===== src/tbpwm_pkg.sv =====
// Purpose: constants for the timer based pwm output block
// Assumes: apb register map with one byte register per aligned word
// Notes: offsets are byte addresses
package tbpwm_pkg;
    // ----------------------------------------------------------------
    // register offsets
    // ----------------------------------------------------------------
    localparam logic [7:0] OFF_PERIOD_TIMER_COUNT = 8'h00;
    localparam logic [7:0] OFF_PERIOD_LIMIT = 8'h04;
    localparam logic [7:0] OFF_PERIOD_TIMER_CONTROL = 8'h08;
    localparam logic [7:0] OFF_DUTY_PENDING_UPPER = 8'h0C;
    localparam logic [7:0] OFF_DUTY_ACTIVE_UPPER = 8'h10;
    localparam logic [7:0] OFF_UNIT_CONTROL = 8'h14;
    localparam logic [7:0] OFF_PIN_DIRECTION = 8'h18;
    // ----------------------------------------------------------------
    // field positions
    // ----------------------------------------------------------------
    localparam int TIMER_RUN_BIT = 2;
    localparam int PRESCALE_LSB = 0;
    localparam int POSTSCALE_LSB = 3;
    localparam int DUTY_LOW_LSB = 4;
    localparam int MODE_LSB = 0;
    // ----------------------------------------------------------------
    // reset values and pwm mode match
    // ----------------------------------------------------------------
    localparam logic [7:0] RST_BYTE = 8'h00;
    localparam logic [7:0] RST_LIMIT = 8'hFF;
    localparam logic [7:0] RST_DIRECTION = 8'h01;
    localparam logic [3:0] PWM_MODE_MASK = 4'hC;
    localparam logic [3:0] PWM_MODE_VALUE = 4'hC;
    // ----------------------------------------------------------------
    // prescaler selections and their terminal counts
    // ----------------------------------------------------------------
    localparam logic [1:0] PRESCALE_DIV1 = 2'h0;
    localparam logic [1:0] PRESCALE_DIV4 = 2'h1;
    localparam logic [5:0] PRESCALE_TOP1 = 6'h03;
    localparam logic [5:0] PRESCALE_TOP4 = 6'h0F;
    localparam logic [5:0] PRESCALE_TOP16 = 6'h3F;
    localparam int QCLK_CYCLES = 4;
endpackage : tbpwm_pkg


===== src/tbpwm_prescaler.sv =====
// Purpose: prescaler producing timer increment ticks and the fine phase bits
// Assumes: one clock; counts core clocks, four to one quarter-phase cycle
// Notes: fine bits come from the quarter-phase clock at divide by one
`timescale 1ns/1ns
module tbpwm_prescaler
    import tbpwm_pkg::*;
(
    input wire logic ref_clk, // core clock
    input wire logic resetn, // async reset, low active
    input wire logic run, // timer running
    input wire logic [1:0] sel, // prescale selection
    output logic tick, // one cycle increment pulse
    output logic [1:0] fine // two low-order compare bits
);
    logic [5:0] pre_reg;
    logic [5:0] top;

    always_comb
    begin
        if (sel == PRESCALE_DIV1)
            top = PRESCALE_TOP1;
        else if (sel == PRESCALE_DIV4)
            top = PRESCALE_TOP4;
        else
            top = PRESCALE_TOP16;
    end

    // ----------------------------------------------------------------
    // counters
    // ----------------------------------------------------------------
    always_ff @(posedge ref_clk or negedge resetn)
    begin
        if (!resetn)
            pre_reg <= 6'h00;
        else if (!run || pre_reg >= top)
            pre_reg <= 6'h00;
        else
            pre_reg <= pre_reg + 6'h01;
    end

    // low two bits are the quarter phase; one increment per 4, 16 or 64 core clocks
    assign tick = run && (pre_reg >= top);
    // fine bits step once per prescaled quarter cycle
    always_comb
    begin
        if (sel == PRESCALE_DIV1)
            fine = pre_reg[1:0];
        else if (sel == PRESCALE_DIV4)
            fine = pre_reg[3:2];
        else
            fine = pre_reg[5:4];
    end
endmodule : tbpwm_prescaler


===== src/tbpwm_top.sv =====
// Purpose: pwm output of a capture/compare unit driven by an 8-bit period timer
// Assumes: apb slave, 32-bit data, registers hold a byte in the low lane
// Notes: zero wait state apb; pin driven only when direction bit is clear
`timescale 1ns/1ns
// Behaviour
// - timer equal to period limit clears on next increment, ending the period
// - pin goes high at period start unless duty is zero
// - pending duty copies into active duty at period end
// - postscaler never influences pwm period or frequency
// - duty is ten bits: pending byte high, control bits 5:4 low
// - pending duty writable anytime, applied only at period end
// - active duty register is read-only while in pwm mode
// - active byte plus two-bit latch double-buffer the duty
// - pin cleared when active duty equals timer with two fine bits
// - duty beyond period means pin stays high the whole period
// - prescaler divides by one, four or sixteen
// - clearing unit control forces the output latch low
module tbpwm_top
    import tbpwm_pkg::*;
(
    input wire logic ref_clk, // core clock 125 MHz
    input wire logic resetn, // async reset, low active
    input wire logic psel, // apb select
    input wire logic penable, // apb enable
    input wire logic pwrite, // apb direction
    input wire logic [7:0] paddr, // apb byte address
    input wire logic [31:0] pwdata, // apb write data
    output logic [31:0] prdata, // apb read data
    output logic pready, // apb ready
    output logic pslverr, // apb error
    output logic pwm_output_pin_o, // pin output value
    output logic pwm_output_pin_oe // pin output enable
);
    import tbpwm_pkg::*;

    logic [7:0] period_timer_count_reg;
    logic [7:0] period_limit_reg;
    logic [7:0] period_timer_control_reg;
    logic [7:0] duty_pending_upper_reg;
    logic [7:0] duty_active_upper_reg;
    logic [7:0] unit_control_reg;
    logic [1:0] duty_low_latch_reg;
    logic pin_direction_bit_reg;
    logic out_latch_reg;
    logic tick;
    logic [1:0] fine;
    logic timer_run;
    logic pwm_mode;
    logic pwm_active;
    logic period_end;
    logic wr;
    logic rd;
    logic addr_ok;
    logic [9:0] active_duty;
    logic [9:0] pending_duty;
    logic [9:0] timer_ext;
    logic duty_match;

    // ----------------------------------------------------------------
    // decode
    // ----------------------------------------------------------------
    assign timer_run = period_timer_control_reg[TIMER_RUN_BIT];
    assign pwm_mode = (unit_control_reg[MODE_LSB +: 4] & PWM_MODE_MASK) == PWM_MODE_VALUE;
    assign pwm_active = pwm_mode && timer_run;
    assign wr = psel && penable && pwrite;
    assign rd = psel && !penable && !pwrite;
    assign addr_ok = (paddr == OFF_PERIOD_TIMER_COUNT) || (paddr == OFF_PERIOD_LIMIT) ||
        (paddr == OFF_PERIOD_TIMER_CONTROL) || (paddr == OFF_DUTY_PENDING_UPPER) ||
        (paddr == OFF_DUTY_ACTIVE_UPPER) || (paddr == OFF_UNIT_CONTROL) ||
        (paddr == OFF_PIN_DIRECTION);
    assign pending_duty = {duty_pending_upper_reg, unit_control_reg[DUTY_LOW_LSB +: 2]};
    assign active_duty = {duty_active_upper_reg, duty_low_latch_reg};
    assign timer_ext = {period_timer_count_reg, fine};
    // postscale field is stored but deliberately unused here
    assign period_end = tick && (period_timer_count_reg == period_limit_reg);
    assign duty_match = pwm_active && (active_duty == timer_ext);

    tbpwm_prescaler u_pre (
        .ref_clk(ref_clk),
        .resetn(resetn),
        .run(timer_run),
        .sel(period_timer_control_reg[PRESCALE_LSB +: 2]),
        .tick(tick),
        .fine(fine)
    );

    // ----------------------------------------------------------------
    // apb slave, answers in the access phase with no wait
    // ----------------------------------------------------------------
    always_ff @(posedge ref_clk or negedge resetn)
    begin
        if (!resetn)
        begin
            pready <= 1'b0;
            pslverr <= 1'b0;
        end
        else
        begin
            pready <= psel && !penable;
            pslverr <= psel && !penable && !addr_ok;
        end
    end

    always_ff @(posedge ref_clk or negedge resetn)
    begin
        if (!resetn)
            prdata <= 32'h00000000;
        else if (rd)
        begin
            case (paddr)
                OFF_PERIOD_TIMER_COUNT: prdata <= {24'h000000, period_timer_count_reg};
                OFF_PERIOD_LIMIT: prdata <= {24'h000000, period_limit_reg};
                OFF_PERIOD_TIMER_CONTROL: prdata <= {24'h000000, period_timer_control_reg};
                OFF_DUTY_PENDING_UPPER: prdata <= {24'h000000, duty_pending_upper_reg};
                OFF_DUTY_ACTIVE_UPPER: prdata <= {24'h000000, duty_active_upper_reg};
                OFF_UNIT_CONTROL: prdata <= {24'h000000, unit_control_reg};
                OFF_PIN_DIRECTION: prdata <= {31'h00000000, pin_direction_bit_reg};
                default: prdata <= 32'h00000000;
            endcase
        end
    end

    // ----------------------------------------------------------------
    // software registers
    // ----------------------------------------------------------------
    always_ff @(posedge ref_clk or negedge resetn)
    begin
        if (!resetn)
        begin
            period_limit_reg <= RST_LIMIT;
            period_timer_control_reg <= RST_BYTE;
            duty_pending_upper_reg <= RST_BYTE;
            unit_control_reg <= RST_BYTE;
            pin_direction_bit_reg <= RST_DIRECTION[0];
        end
        else if (wr)
        begin
            case (paddr)
                OFF_PERIOD_LIMIT: period_limit_reg <= pwdata[7:0];
                OFF_PERIOD_TIMER_CONTROL: period_timer_control_reg <= {1'b0, pwdata[6:0]};
                OFF_DUTY_PENDING_UPPER: duty_pending_upper_reg <= pwdata[7:0];
                OFF_UNIT_CONTROL: unit_control_reg <= {2'h0, pwdata[5:0]};
                OFF_PIN_DIRECTION: pin_direction_bit_reg <= pwdata[0];
                default: ;
            endcase
        end
    end

    // ----------------------------------------------------------------
    // period timer
    // ----------------------------------------------------------------
    always_ff @(posedge ref_clk or negedge resetn)
    begin
        if (!resetn)
            period_timer_count_reg <= RST_BYTE;
        else if (wr && paddr == OFF_PERIOD_TIMER_COUNT)
            period_timer_count_reg <= pwdata[7:0];
        else if (period_end)
            period_timer_count_reg <= 8'h00;
        else if (tick)
            period_timer_count_reg <= period_timer_count_reg + 8'h01;
    end

    // ----------------------------------------------------------------
    // duty double buffer
    // ----------------------------------------------------------------
    always_ff @(posedge ref_clk or negedge resetn)
    begin
        if (!resetn)
        begin
            duty_active_upper_reg <= RST_BYTE;
            duty_low_latch_reg <= 2'h0;
        end
        else if (pwm_active && period_end)
        begin
            duty_active_upper_reg <= pending_duty[9:2];
            duty_low_latch_reg <= pending_duty[1:0];
        end
        else if (!pwm_mode && wr && paddr == OFF_DUTY_ACTIVE_UPPER)
            duty_active_upper_reg <= pwdata[7:0];
    end

    // ----------------------------------------------------------------
    // output latch
    // ----------------------------------------------------------------
    always_ff @(posedge ref_clk or negedge resetn)
    begin
        if (!resetn)
            out_latch_reg <= 1'b0;
        else if (unit_control_reg == RST_BYTE)
            out_latch_reg <= 1'b0;
        else if (pwm_active && period_end)
            out_latch_reg <= (pending_duty != 10'h000);
        else if (duty_match)
            out_latch_reg <= 1'b0;
    end

    always_ff @(posedge ref_clk or negedge resetn)
    begin
        if (!resetn)
        begin
            pwm_output_pin_o <= 1'b0;
            pwm_output_pin_oe <= 1'b0;
        end
        else
        begin
            // the match cycle itself already counts as low, so no extra high cycle
            pwm_output_pin_o <= out_latch_reg && !duty_match;
            pwm_output_pin_oe <= pwm_mode && !pin_direction_bit_reg;
        end
    end

    // ----------------------------------------------------------------
    // assertions
    // ----------------------------------------------------------------
    property p_timer_clear;
        @(posedge ref_clk) disable iff (!resetn)
        (period_end && !wr) |=> period_timer_count_reg == 8'h00;
    endproperty
    a_timer_clear: assert property (p_timer_clear) else $error("timer not cleared");

    property p_pin_set;
        @(posedge ref_clk) disable iff (!resetn)
        (pwm_active && period_end && unit_control_reg != RST_BYTE && pending_duty != 10'h000)
        |=> ##1 pwm_output_pin_o;
    endproperty
    a_pin_set: assert property (p_pin_set) else $error("pin not set at period start");

    property p_zero_duty;
        @(posedge ref_clk) disable iff (!resetn)
        (pwm_active && period_end && pending_duty == 10'h000) |=> ##1 !pwm_output_pin_o;
    endproperty
    a_zero_duty: assert property (p_zero_duty) else $error("pin set at zero duty");

    property p_latch;
        @(posedge ref_clk) disable iff (!resetn)
        (pwm_active && period_end) |=> active_duty == $past(pending_duty);
    endproperty
    a_latch: assert property (p_latch) else $error("duty not latched");

    property p_hold;
        @(posedge ref_clk) disable iff (!resetn)
        (pwm_mode && !period_end) |=> $stable(active_duty);
    endproperty
    a_hold: assert property (p_hold) else $error("active duty changed mid period");

    property p_ro;
        @(posedge ref_clk) disable iff (!resetn)
        (pwm_mode && wr && paddr == OFF_DUTY_ACTIVE_UPPER && !period_end)
        |=> $stable(duty_active_upper_reg);
    endproperty
    a_ro: assert property (p_ro) else $error("active duty written in pwm mode");

    property p_clear;
        @(posedge ref_clk) disable iff (!resetn)
        (pwm_active && !period_end && unit_control_reg != RST_BYTE && active_duty == timer_ext)
        |=> !pwm_output_pin_o;
    endproperty
    a_clear: assert property (p_clear) else $error("pin not cleared on duty match");

    property p_off;
        @(posedge ref_clk) disable iff (!resetn)
        (unit_control_reg == RST_BYTE) |=> ##1 !pwm_output_pin_o;
    endproperty
    a_off: assert property (p_off) else $error("latch not forced low");

    property p_idle;
        @(posedge ref_clk) disable iff (!resetn)
        (!timer_run) |=> !tick;
    endproperty
    a_idle: assert property (p_idle) else $error("timer ticks while stopped");

    property p_tick_gap;
        @(posedge ref_clk) disable iff (!resetn)
        tick |=> !tick [*3];
    endproperty
    a_tick_gap: assert property (p_tick_gap) else $error("timer steps too fast");

    property p_stay_high;
        @(posedge ref_clk) disable iff (!resetn)
        (out_latch_reg && unit_control_reg != RST_BYTE && !period_end && !duty_match) |=> out_latch_reg;
    endproperty
    a_stay_high: assert property (p_stay_high) else $error("latch fell without match");

    property p_no_set_idle;
        @(posedge ref_clk) disable iff (!resetn)
        !pwm_active |=> !$rose(out_latch_reg);
    endproperty
    a_no_set_idle: assert property (p_no_set_idle) else $error("latch set while idle");

    property p_oe_on;
        @(posedge ref_clk) disable iff (!resetn)
        (pwm_mode && !pin_direction_bit_reg) |=> pwm_output_pin_oe;
    endproperty
    a_oe_on: assert property (p_oe_on) else $error("pin not driven in pwm mode");

    property p_oe_off;
        @(posedge ref_clk) disable iff (!resetn)
        pin_direction_bit_reg |=> !pwm_output_pin_oe;
    endproperty
    a_oe_off: assert property (p_oe_off) else $error("pin driven with direction set");

    c_period: cover property (@(posedge ref_clk) disable iff (!resetn) pwm_active && period_end);
    c_high: cover property (@(posedge ref_clk) disable iff (!resetn) $rose(pwm_output_pin_o));
    c_low: cover property (@(posedge ref_clk) disable iff (!resetn) $fell(pwm_output_pin_o));
    c_zero: cover property (@(posedge ref_clk) disable iff (!resetn)
        pwm_active && period_end && pending_duty == 10'h000);
endmodule : tbpwm_top

===== config.mk =====
export PLATFORM = sky130hd
export DESIGN_NAME = tbpwm_top
export DESIGN_NICKNAME = d
export VERILOG_FILES = /design/src/tbpwm_pkg.sv /design/src/tbpwm_prescaler.sv /design/src/tbpwm_top.sv
export SDC_FILE = /design/constraint.sdc
export NUM_CORES = 1
export LEC_CHECK = 0
export BUFFER_PORTS_ARGS = -buffer_cell sky130_fd_sc_hd__buf_2
export CORE_ASPECT_RATIO = 0.5
export CORE_MARGIN = 2
export CORE_UTILIZATION = 59
export CTS_CLUSTER_DIAMETER = 30
export DETAILED_ROUTE_END_ITERATION = 7
export PLACE_DENSITY = 0.85
export SLEW_MARGIN = 25
export SYNTH_ARGS = -nofsm -noshare
export SYNTH_HDL_FRONTEND = slang
export SYNTH_SLANG_ARGS = --single-unit
export TNS_END_PERCENT = 30

===== constraint.sdc =====
create_clock -name ref_clk -period 4.2 [get_ports ref_clk]
set_input_delay 0.21 -clock ref_clk [delete_from_list [all_inputs] [get_ports ref_clk]]
set_output_delay 0.21 -clock ref_clk [all_outputs]
set_load 0.05 [all_outputs]

==> metrics list, run 1 <==
* Row count: 20
- Once placement finished, the instance area stood at 3920 um^2.
- The biggest area contributor in the post-synthesis netlist is sky130_fd_sc_hd__dfrtp_1.
- Required time reported for the critical path endpoint: 4450 ps
- After synthesis, the most frequently instantiated cells are 58 x sky130_fd_sc_hd__dfrtp_1, 45 x sky130_fd_sc_hd__nand2_1, 35 x sky130_fd_sc_hd__mux2_2, 26 x sky130_fd_sc_hd__buf_4, 26 x sky130_fd_sc_hd__o21ai_0.
- Initial DRC Count: 300
- For this design the static power due to leakage is 1.94 nW.
- In this run the critical register-to-register path is launched from period_timer_control_reg[1].
- The endpoint identified for the worst register-to-register timing path is period_timer_count_reg[2].
- Fill cells: 433
- The synthesized design devotes to its leading area cell type 38.0% of total area.
* Async S/R FF share, synth: 100%
- Antenna cell count: 0
* Worst-case clock buffer depth: 2
* CTS tree: yes
* # IOs: 81
* Crit path capture: period_timer_count_reg[2]
- Total internal power: 1.12 mW
* Crit Path Max Fanout: 11
- Summed over all failing endpoints, the final setup total negative slack is 0 ps.
- The mapped netlist covers 3820 um^2.
- The initial antenna violation count is 0.
- Count of buffers inserted at the top-level ports: 32
- RD Place Congestion: 0.937
* First-pass iteration count of the detailed router: 5
- Headroom to the max-slew limit came out at 61.2%.
- The number of global-route vias before repair came to 2927.
- The run finished with clean final reports.
* Number of max-capacitance violations reported: 0
* Global route total overflow: 0
- Final hold violation count: 0
* HP Class: input port to register
* Skew-Pair Late Insertion Delay: 330 ps
* Area of the die: 7170 um^2
- At the end of the flow the core is filled with cells to 68.4%.
- The number of cells on the worst reg-to-reg path is 7.
* Total routing resource utilization after global routing: 27.5%
* Vias: 2997
* Post-route cell area: 4210 um^2
* RSZ-0062 raised after global routing: false
- Most frequent cell after synthesis: sky130_fd_sc_hd__dfrtp_1
* Mean instance size in the synthesized netlist: 10.5 um^2
- Seq cells post-synth: 67
- The critical path in this run is classified as register to register.
* Largest net degree at the start of global routing: 47
- The count of nets left with antenna violations once routing finished came out at 0.
- The floorplan step set the die height to 60.9 um.
- Peak supply drop: 0.000149 V
* Vias per cell: 6.15
- Registers are responsible for 44.6% of the overall power.
- Yosys cell types: 50
* Endpoint kind of the worst setup timing path: register
* Final max-slew violation count: 0
- Startpoint types: register
* Nets: 443
- Gates resized during post-CTS repair numbered 0.
* Fraction of power consumed by combinational cells: 9.4%
- For the pin with the worst max-slew slack, the measured transition is 582 ps.
- In this run the power density over the cells is 356 nW/um^2.
- Clock power frac: 46.0%
- R2R setup slack: 1850 ps
* Most area-consuming cells after synthesis: sky130_fd_sc_hd__dfrtp_1 38%, sky130_fd_sc_hd__mux2_2 10%, sky130_fd_sc_hd__dfstp_2 6.2%
* Final Critical Period: 2350 ps
- CTS Buf Count: 9
* Crit path from: period_timer_control_reg[1]
- Clock-pin transition on the worst setup and hold timing paths: 50 ps
- Yosys synthesis warning count: 0
- Half-perimeter wire length of the detailed placement result: 6420 um
- Initial cell density of the core: 62.1%
- Die W: 118 um
* Total DRC errors in the routed layout: 0
- For the worst setup path, the data arrival time is 2610 ps.
- Largest clock skew in the final design: 4.04 ps
- The tree is rooted in a sky130_fd_sc_hd__clkbuf_16.
- Wires add up to 9140 um.
- The first global-routing pass estimated 14700 um of wire.
- In the final layout, the share of cells above drive strength 1 is 27.3%.
* Number of failing setup endpoints in the final timing report: 0
* Part of the cycle the worst path needs: 56.0%
- Dominant synthesized flop cell: sky130_fd_sc_hd__dfrtp_1
- Based on the critical path, the design can be clocked at up to 0.425 GHz.
- The clock drives 67 sinks.
* Layout overhead on the synthesized area: 10.2%
* Core box area: 6160 um^2
* Cell count after synthesis: 363
- H-tree depth: 3
- EDFF count, synth: 0
- After detailed routing, the average wire length per cell comes to 18.8 um.
* Share of synthesized area occupied by flip-flops and latches: 44.2%
- Switch Pwr: 376 uW
* Sw Share: 25.1%
==> what timing repair did <==
| action | in CTS | in global routing |
|---|---|---|
| buffers inserted | 0 | 0 |
| hold buffers | 1 | 0 |
| endpoints found under the setup margin | 0 | 0 |
| hold endpoints to repair | 20 | 0 |
==> stage by stage <==
step	hold WS, ps	worst slack (ps)	instances	power [mW]
after floorplan	-85.6	2260	386	0.789
after global placement	173	2070	470	0.810
after detailed placement	204	1940	470	0.816
after CTS	96.7	1890	487	1.50
after global routing	114	1650	487	1.54
final	103	1850	487	1.50
==> routing by layer <==
metal  vias to the layer above  global-route usage (%)  wire length (um)
li1                       1322                       -                 -
met1                      1436                    33.7              3540
met2                       208                    46.8              4230
met5                         -                       0                 0
met4                         0                    12.2               241
met3                        31                    8.65              1120
==> cell type report <==
| type | instances | area, um^2 | share of cell area, % |
|---|---|---|---|
| clock buffer | 14 | 264 | 6.27 |
| sequential | 67 | 1690 | 40.1 |
| multi-input combinational | 277 | 1940 | 46.1 |
| clock inverter | 2 | 10.0 | 0.238 |
| inverter | 5 | 18.8 | 0.446 |
| timing repair buffer | 34 | 178 | 4.22 |
| tap | 88 | 110 | 2.62 |
==> cell families after synthesis <==
family	share of synthesized area, %
xor+xnor	5.04
simple gates	16.2
other cells	0.0982
mux	15.2
flops	44.2
compound gates	10.7
buf+inv	7.30
fa+ha+maj	1.31
==> how the worst min path moves through the flow <==
| stage | startpoint | endpoint | slack, ps | cells after the start |
|---|---|---|---|---|
| global placement | resetn | u_pre.pre_reg[5] | 170 | 1 |
| floorplan | resetn | duty_active_upper_reg[0] | -90 | 0 |
| global route | penable | pready | 110 | 2 |
| finish | penable | pready | 100 | 2 |
| CTS | penable | pready | 100 | 2 |
| detailed placement | resetn | u_pre.pre_reg[3] | 200 | 1 |
==> worst max-delay path, cell delays in order, from the launching register on <==
cell	delay, ps
sky130_fd_sc_hd__dfrtp_1	470
sky130_fd_sc_hd__inv_1	150
sky130_fd_sc_hd__ha_1	300
sky130_fd_sc_hd__o21a_1	130
sky130_fd_sc_hd__o211a_1	420
sky130_fd_sc_hd__nor2b_1	470
sky130_fd_sc_hd__a22oi_1	170
sky130_fd_sc_hd__o21ai_0	160
==> layout by cell type, fill, tap and decap left out, types with 10 or more instances in the layout <==
cell / Yosys / final
sky130_fd_sc_hd__a22oi_1: 20 / 20
sky130_fd_sc_hd__buf_2: 5 / 32
sky130_fd_sc_hd__conb_1: 1 / 24
sky130_fd_sc_hd__dfrtp_1: 58 / 58
sky130_fd_sc_hd__mux2_2: 35 / 35
sky130_fd_sc_hd__nand2_1: 45 / 45
sky130_fd_sc_hd__nand3_1: 16 / 16
sky130_fd_sc_hd__nor2_1: 19 / 19
sky130_fd_sc_hd__o21ai_0: 26 / 26
sky130_fd_sc_hd__xnor2_1: 10 / 10
sky130_fd_sc_hd__xor2_1: 12 / 12
==> power groups by stage <==
stage                     clock network, mW  logic [mW]  registers, mW
after floorplan                           0       0.112          0.677
after global placement                    0       0.133          0.677
after detailed placement                  0       0.138          0.678
after CTS                             0.693       0.139          0.668
after global routing                  0.726       0.150          0.669
final                                 0.688       0.141          0.668
(Power assumes the default switching activity.)
==> run 2, diff against run 1 <==
Settings changed: ABC_AREA from default to 1, CORE_UTILIZATION 59 to 50, PLACE_DENSITY 0.85 to 0.77.
Clock period 4.2 ns to 1.98 ns, I/O delays scaled along.
==> metrics list, run 2 <==
- Power spread over the standard cell area amounts to 729 nW/um^2.
- The synthesized design devotes to its leading area cell type 37.1% of total area.
- The count of final max-slew check failures came to 0.
- Setup slack after placement: 104 ps
- The critical path in this run is classified as register to register.
* Fraction of final layout cells sized beyond drive strength 1: 16.4%
- After synthesis, the most frequently instantiated cells are 168 x sky130_fd_sc_hd__nand2_1, 58 x sky130_fd_sc_hd__dfrtp_1, 56 x sky130_fd_sc_hd__inv_1, 53 x sky130_fd_sc_hd__nand3_1, 47 x sky130_fd_sc_hd__o21ai_0.
* Number of max-capacitance violations reported: 0
* Largest net degree at the start of global routing: 68
* # IOs: 81
- Wire length of the first global-routing pass: 17500 um
- Worst reg2reg endpoint: out_latch_reg
* Dominant synthesized flop cell: sky130_fd_sc_hd__dfrtp_1
* WHS Endpoint: period_timer_count_reg[0]
- Number of antenna violations at the first check in global routing: 0
- Leaving out fill and tap cells, the most frequent cell in the layout is sky130_fd_sc_hd__nand2_1.
- Hold Path Stages: 3
- Setup slack on the critical path of the routed design comes to 123 ps.
- On the final layout, the worst clock skew is 7.74 ps.
- No sink is reached through more buffers than the 2 on the longest clock path.
* Vias in the first global route: 3472
- Share of synthesized area occupied by flip-flops and latches: 43.2%
- At the end of routability-driven placement, the weighted congestion stood at 0.983.
- For this run, design rule violations remaining after detail routing come to 0.
- Clock-pin transition on the worst setup and hold timing paths: 50 ps
- Setup repair after global routing left no endpoint under its margin.
* Die W: 129 um
* Final hold violation count: 0
- Global routing used 28.1% of the available tracks across all layers.
- Data on the critical path arrives at its endpoint at 2090 ps.
* Startpoint types: register
- Counting the fill cells in the layout gives 691.
- For this configuration, the core starts out at a cell density of 52.4%.
- Vias per cell: 5.29
- Core box area: 7460 um^2
- Most area-consuming cells after synthesis: sky130_fd_sc_hd__dfrtp_1 37%, sky130_fd_sc_hd__nand2_1 16%, sky130_fd_sc_hd__nand3_1 6.8%
- Global route total overflow: 0
- The top cell types in the final layout, fill and taps aside, are 166 x sky130_fd_sc_hd__nand2_1, 58 x sky130_fd_sc_hd__dfrtp_1, 54 x sky130_fd_sc_hd__inv_1.
* Setup TNS: 0 ps
* Nets: 634
- Worst Hold Launch: pwdata[0]
- The synthesized design contains 67 register bits.
* Cell area after technology mapping: 3910 um^2
- Mean instance size in the synthesized netlist: 7.41 um^2
- Part of the cycle the worst path needs: 93.8%
- Derived from the worst setup path, the maximum achievable clock frequency is 0.538 GHz.
- Subtracting the final worst setup slack from the clock period gives 1860 ps.
- For this run, the detailed router's first-pass iteration total came to 5.
- Cell count after synthesis: 528
- STA classifies the critical path endpoint as a register.
* H-tree depth: 3
- Half-perimeter wire length of the detailed placement result: 8000 um
- Result of the run: finished, final reports clean
* Layout overhead on the synthesized area: 16.9%
- Detail-routed net length per standard cell: 15.8 um
* R2R setup slack: 120 ps
- For this block, the initial DRC count from the detailed router was 300.
- TritonCTS built the clock tree.
* Count of nets left with antenna violations after detail routing: 0
* Number of failing setup endpoints in the final timing report: 0
* CTS Buf Count: 9
- Yosys synthesis warning count: 0
- In this run the core area contains 22 standard-cell rows.
- In this run the static leakage power is 2.36 nW.
- Antenna cell count: 0
* Buffer cell driving the clock tree root: sky130_fd_sc_hd__clkbuf_16
- For the worst setup path, the data required time is 2210 ps.
- Layout Utilization: 61.3%
* Async S/R FF share, synth: 100%
- Placed Instances: 678
- Crit path from: period_timer_control_reg[1]
- Cell type with the largest total area after synthesis: sky130_fd_sc_hd__dfrtp_1
- Count of buffers inserted at the top-level ports: 32
* Total Routed Length: 11100 um
- The die covers 8590 um^2.
- The later pin in the worst-skew pair is clocked with a latency of 340 ps.
- Crit Path Max Fanout: 8
- Detailed routing inserted a total of 3693 vias.
- Counting cells, the worst reg-to-reg path comes to 10.
* Yosys cell types: 32
* HP Class: input port to register
- EDFF count, synth: 0
- Measured along the y axis, the die boundary spans 66.5 um.
- Most frequent cell after synthesis: sky130_fd_sc_hd__nand2_1
- Cell Count, Final, Fillers Out: 698
- Peak supply drop: 0.000442 V
* Worst R2R Start: period_timer_control_reg[1]
- CTS saw 67 sinks.
## run 2: cell count changes in the layout (fill, tap and decap cells not counted), moves of 16 or more
cell	delta
sky130_fd_sc_hd__nand2_1	+121
sky130_fd_sc_hd__inv_1	+49
sky130_fd_sc_hd__o21ai_0	+21
sky130_fd_sc_hd__mux2_2	-35
sky130_fd_sc_hd__nor2_1	+16
sky130_fd_sc_hd__a22oi_1	-20
sky130_fd_sc_hd__buf_4	+19
sky130_fd_sc_hd__nand3_1	+37
## run 2: cell families after synthesis
family | share of synthesized area [%]
simple gates | 32.1
flops | 43.2
xor+xnor | 2.24
fa+ha+maj | 1.28
compound gates | 8.96
other cells | 0.0959
buf+inv | 12.1
## run 2: routing by layer
metal,share of wire (%),wire [um],global-route usage (%),vias to the layer above
met5,0,0,0,-
met4,2.7,304,12.5,0
met3,11,1180,10.9,26
met2,44,4890,42.5,201
met1,42,4680,36.1,1696
li1,-,-,-,1770
## run 2: critical path: stages (launching register included)
cell                       delay [ps]
sky130_fd_sc_hd__dfrtp_1          400
sky130_fd_sc_hd__buf_4            170
sky130_fd_sc_hd__nor2_4           130
sky130_fd_sc_hd__nand2_1           60
sky130_fd_sc_hd__nand2_1           70
sky130_fd_sc_hd__nand4_1          140
sky130_fd_sc_hd__nand2_2          190
sky130_fd_sc_hd__nand4_1          190
sky130_fd_sc_hd__buf_6            210
sky130_fd_sc_hd__o21bai_1         130
sky130_fd_sc_hd__nor2_1            60
## run 2: power breakdown
group,internal [mW],leakage (nW),switching [mW],total (mW)
Clock,1.04,0.147,0.583,1.63
Sequential,1.39,0.859,0.0216,1.41
Combinational,0.0621,1.35,0.228,0.290
Total,2.50,2.36,0.833,3.33
## run 2: cell type report
class / instances / area, um^2 / area share [%]
tap: 108 / 135 / 2.96
timing repair buffer: 56 / 362 / 7.91
clock buffer: 14 / 264 / 5.78
inverter: 61 / 229 / 5.01
clock inverter: 2 / 35.0 / 0.767
sequential: 67 / 1690 / 36.9
multi-input combinational: 390 / 1860 / 40.6
## run 2: timing repair
item	4_1_cts	5_1_grt
endpoints found under the setup margin	0	19
setup buffers	0	2
hold endpoints to repair	59	0
resized for setup	0	7
hold buffers	2	0
## run 2: how the worst max path moves through the flow
stage,end,slack [ps],depth (start not counted)
4_1_cts,period_timer_count_reg[5],70,10
3_3_place_gp,period_timer_count_reg[7],180,9
3_5_place_dp,period_timer_count_reg[7],100,10
6_report,out_latch_reg,120,10
2_1_floorplan,period_timer_count_reg[7],230,10
5_1_grt,out_latch_reg,4,10
## run 2: through the flow
stage | hold WS (ps) | power [mW] | cell area [um^2]
2_1_floorplan | -197 | 1.65 | 4000
3_3_place_gp | 146 | 1.72 | 4210
3_5_place_dp | 155 | 1.72 | 4210
4_1_cts | 17.8 | 3.34 | 4530
5_1_grt | 29.5 | 3.43 | 4570
6_report | 17.2 | 3.33 | 4570
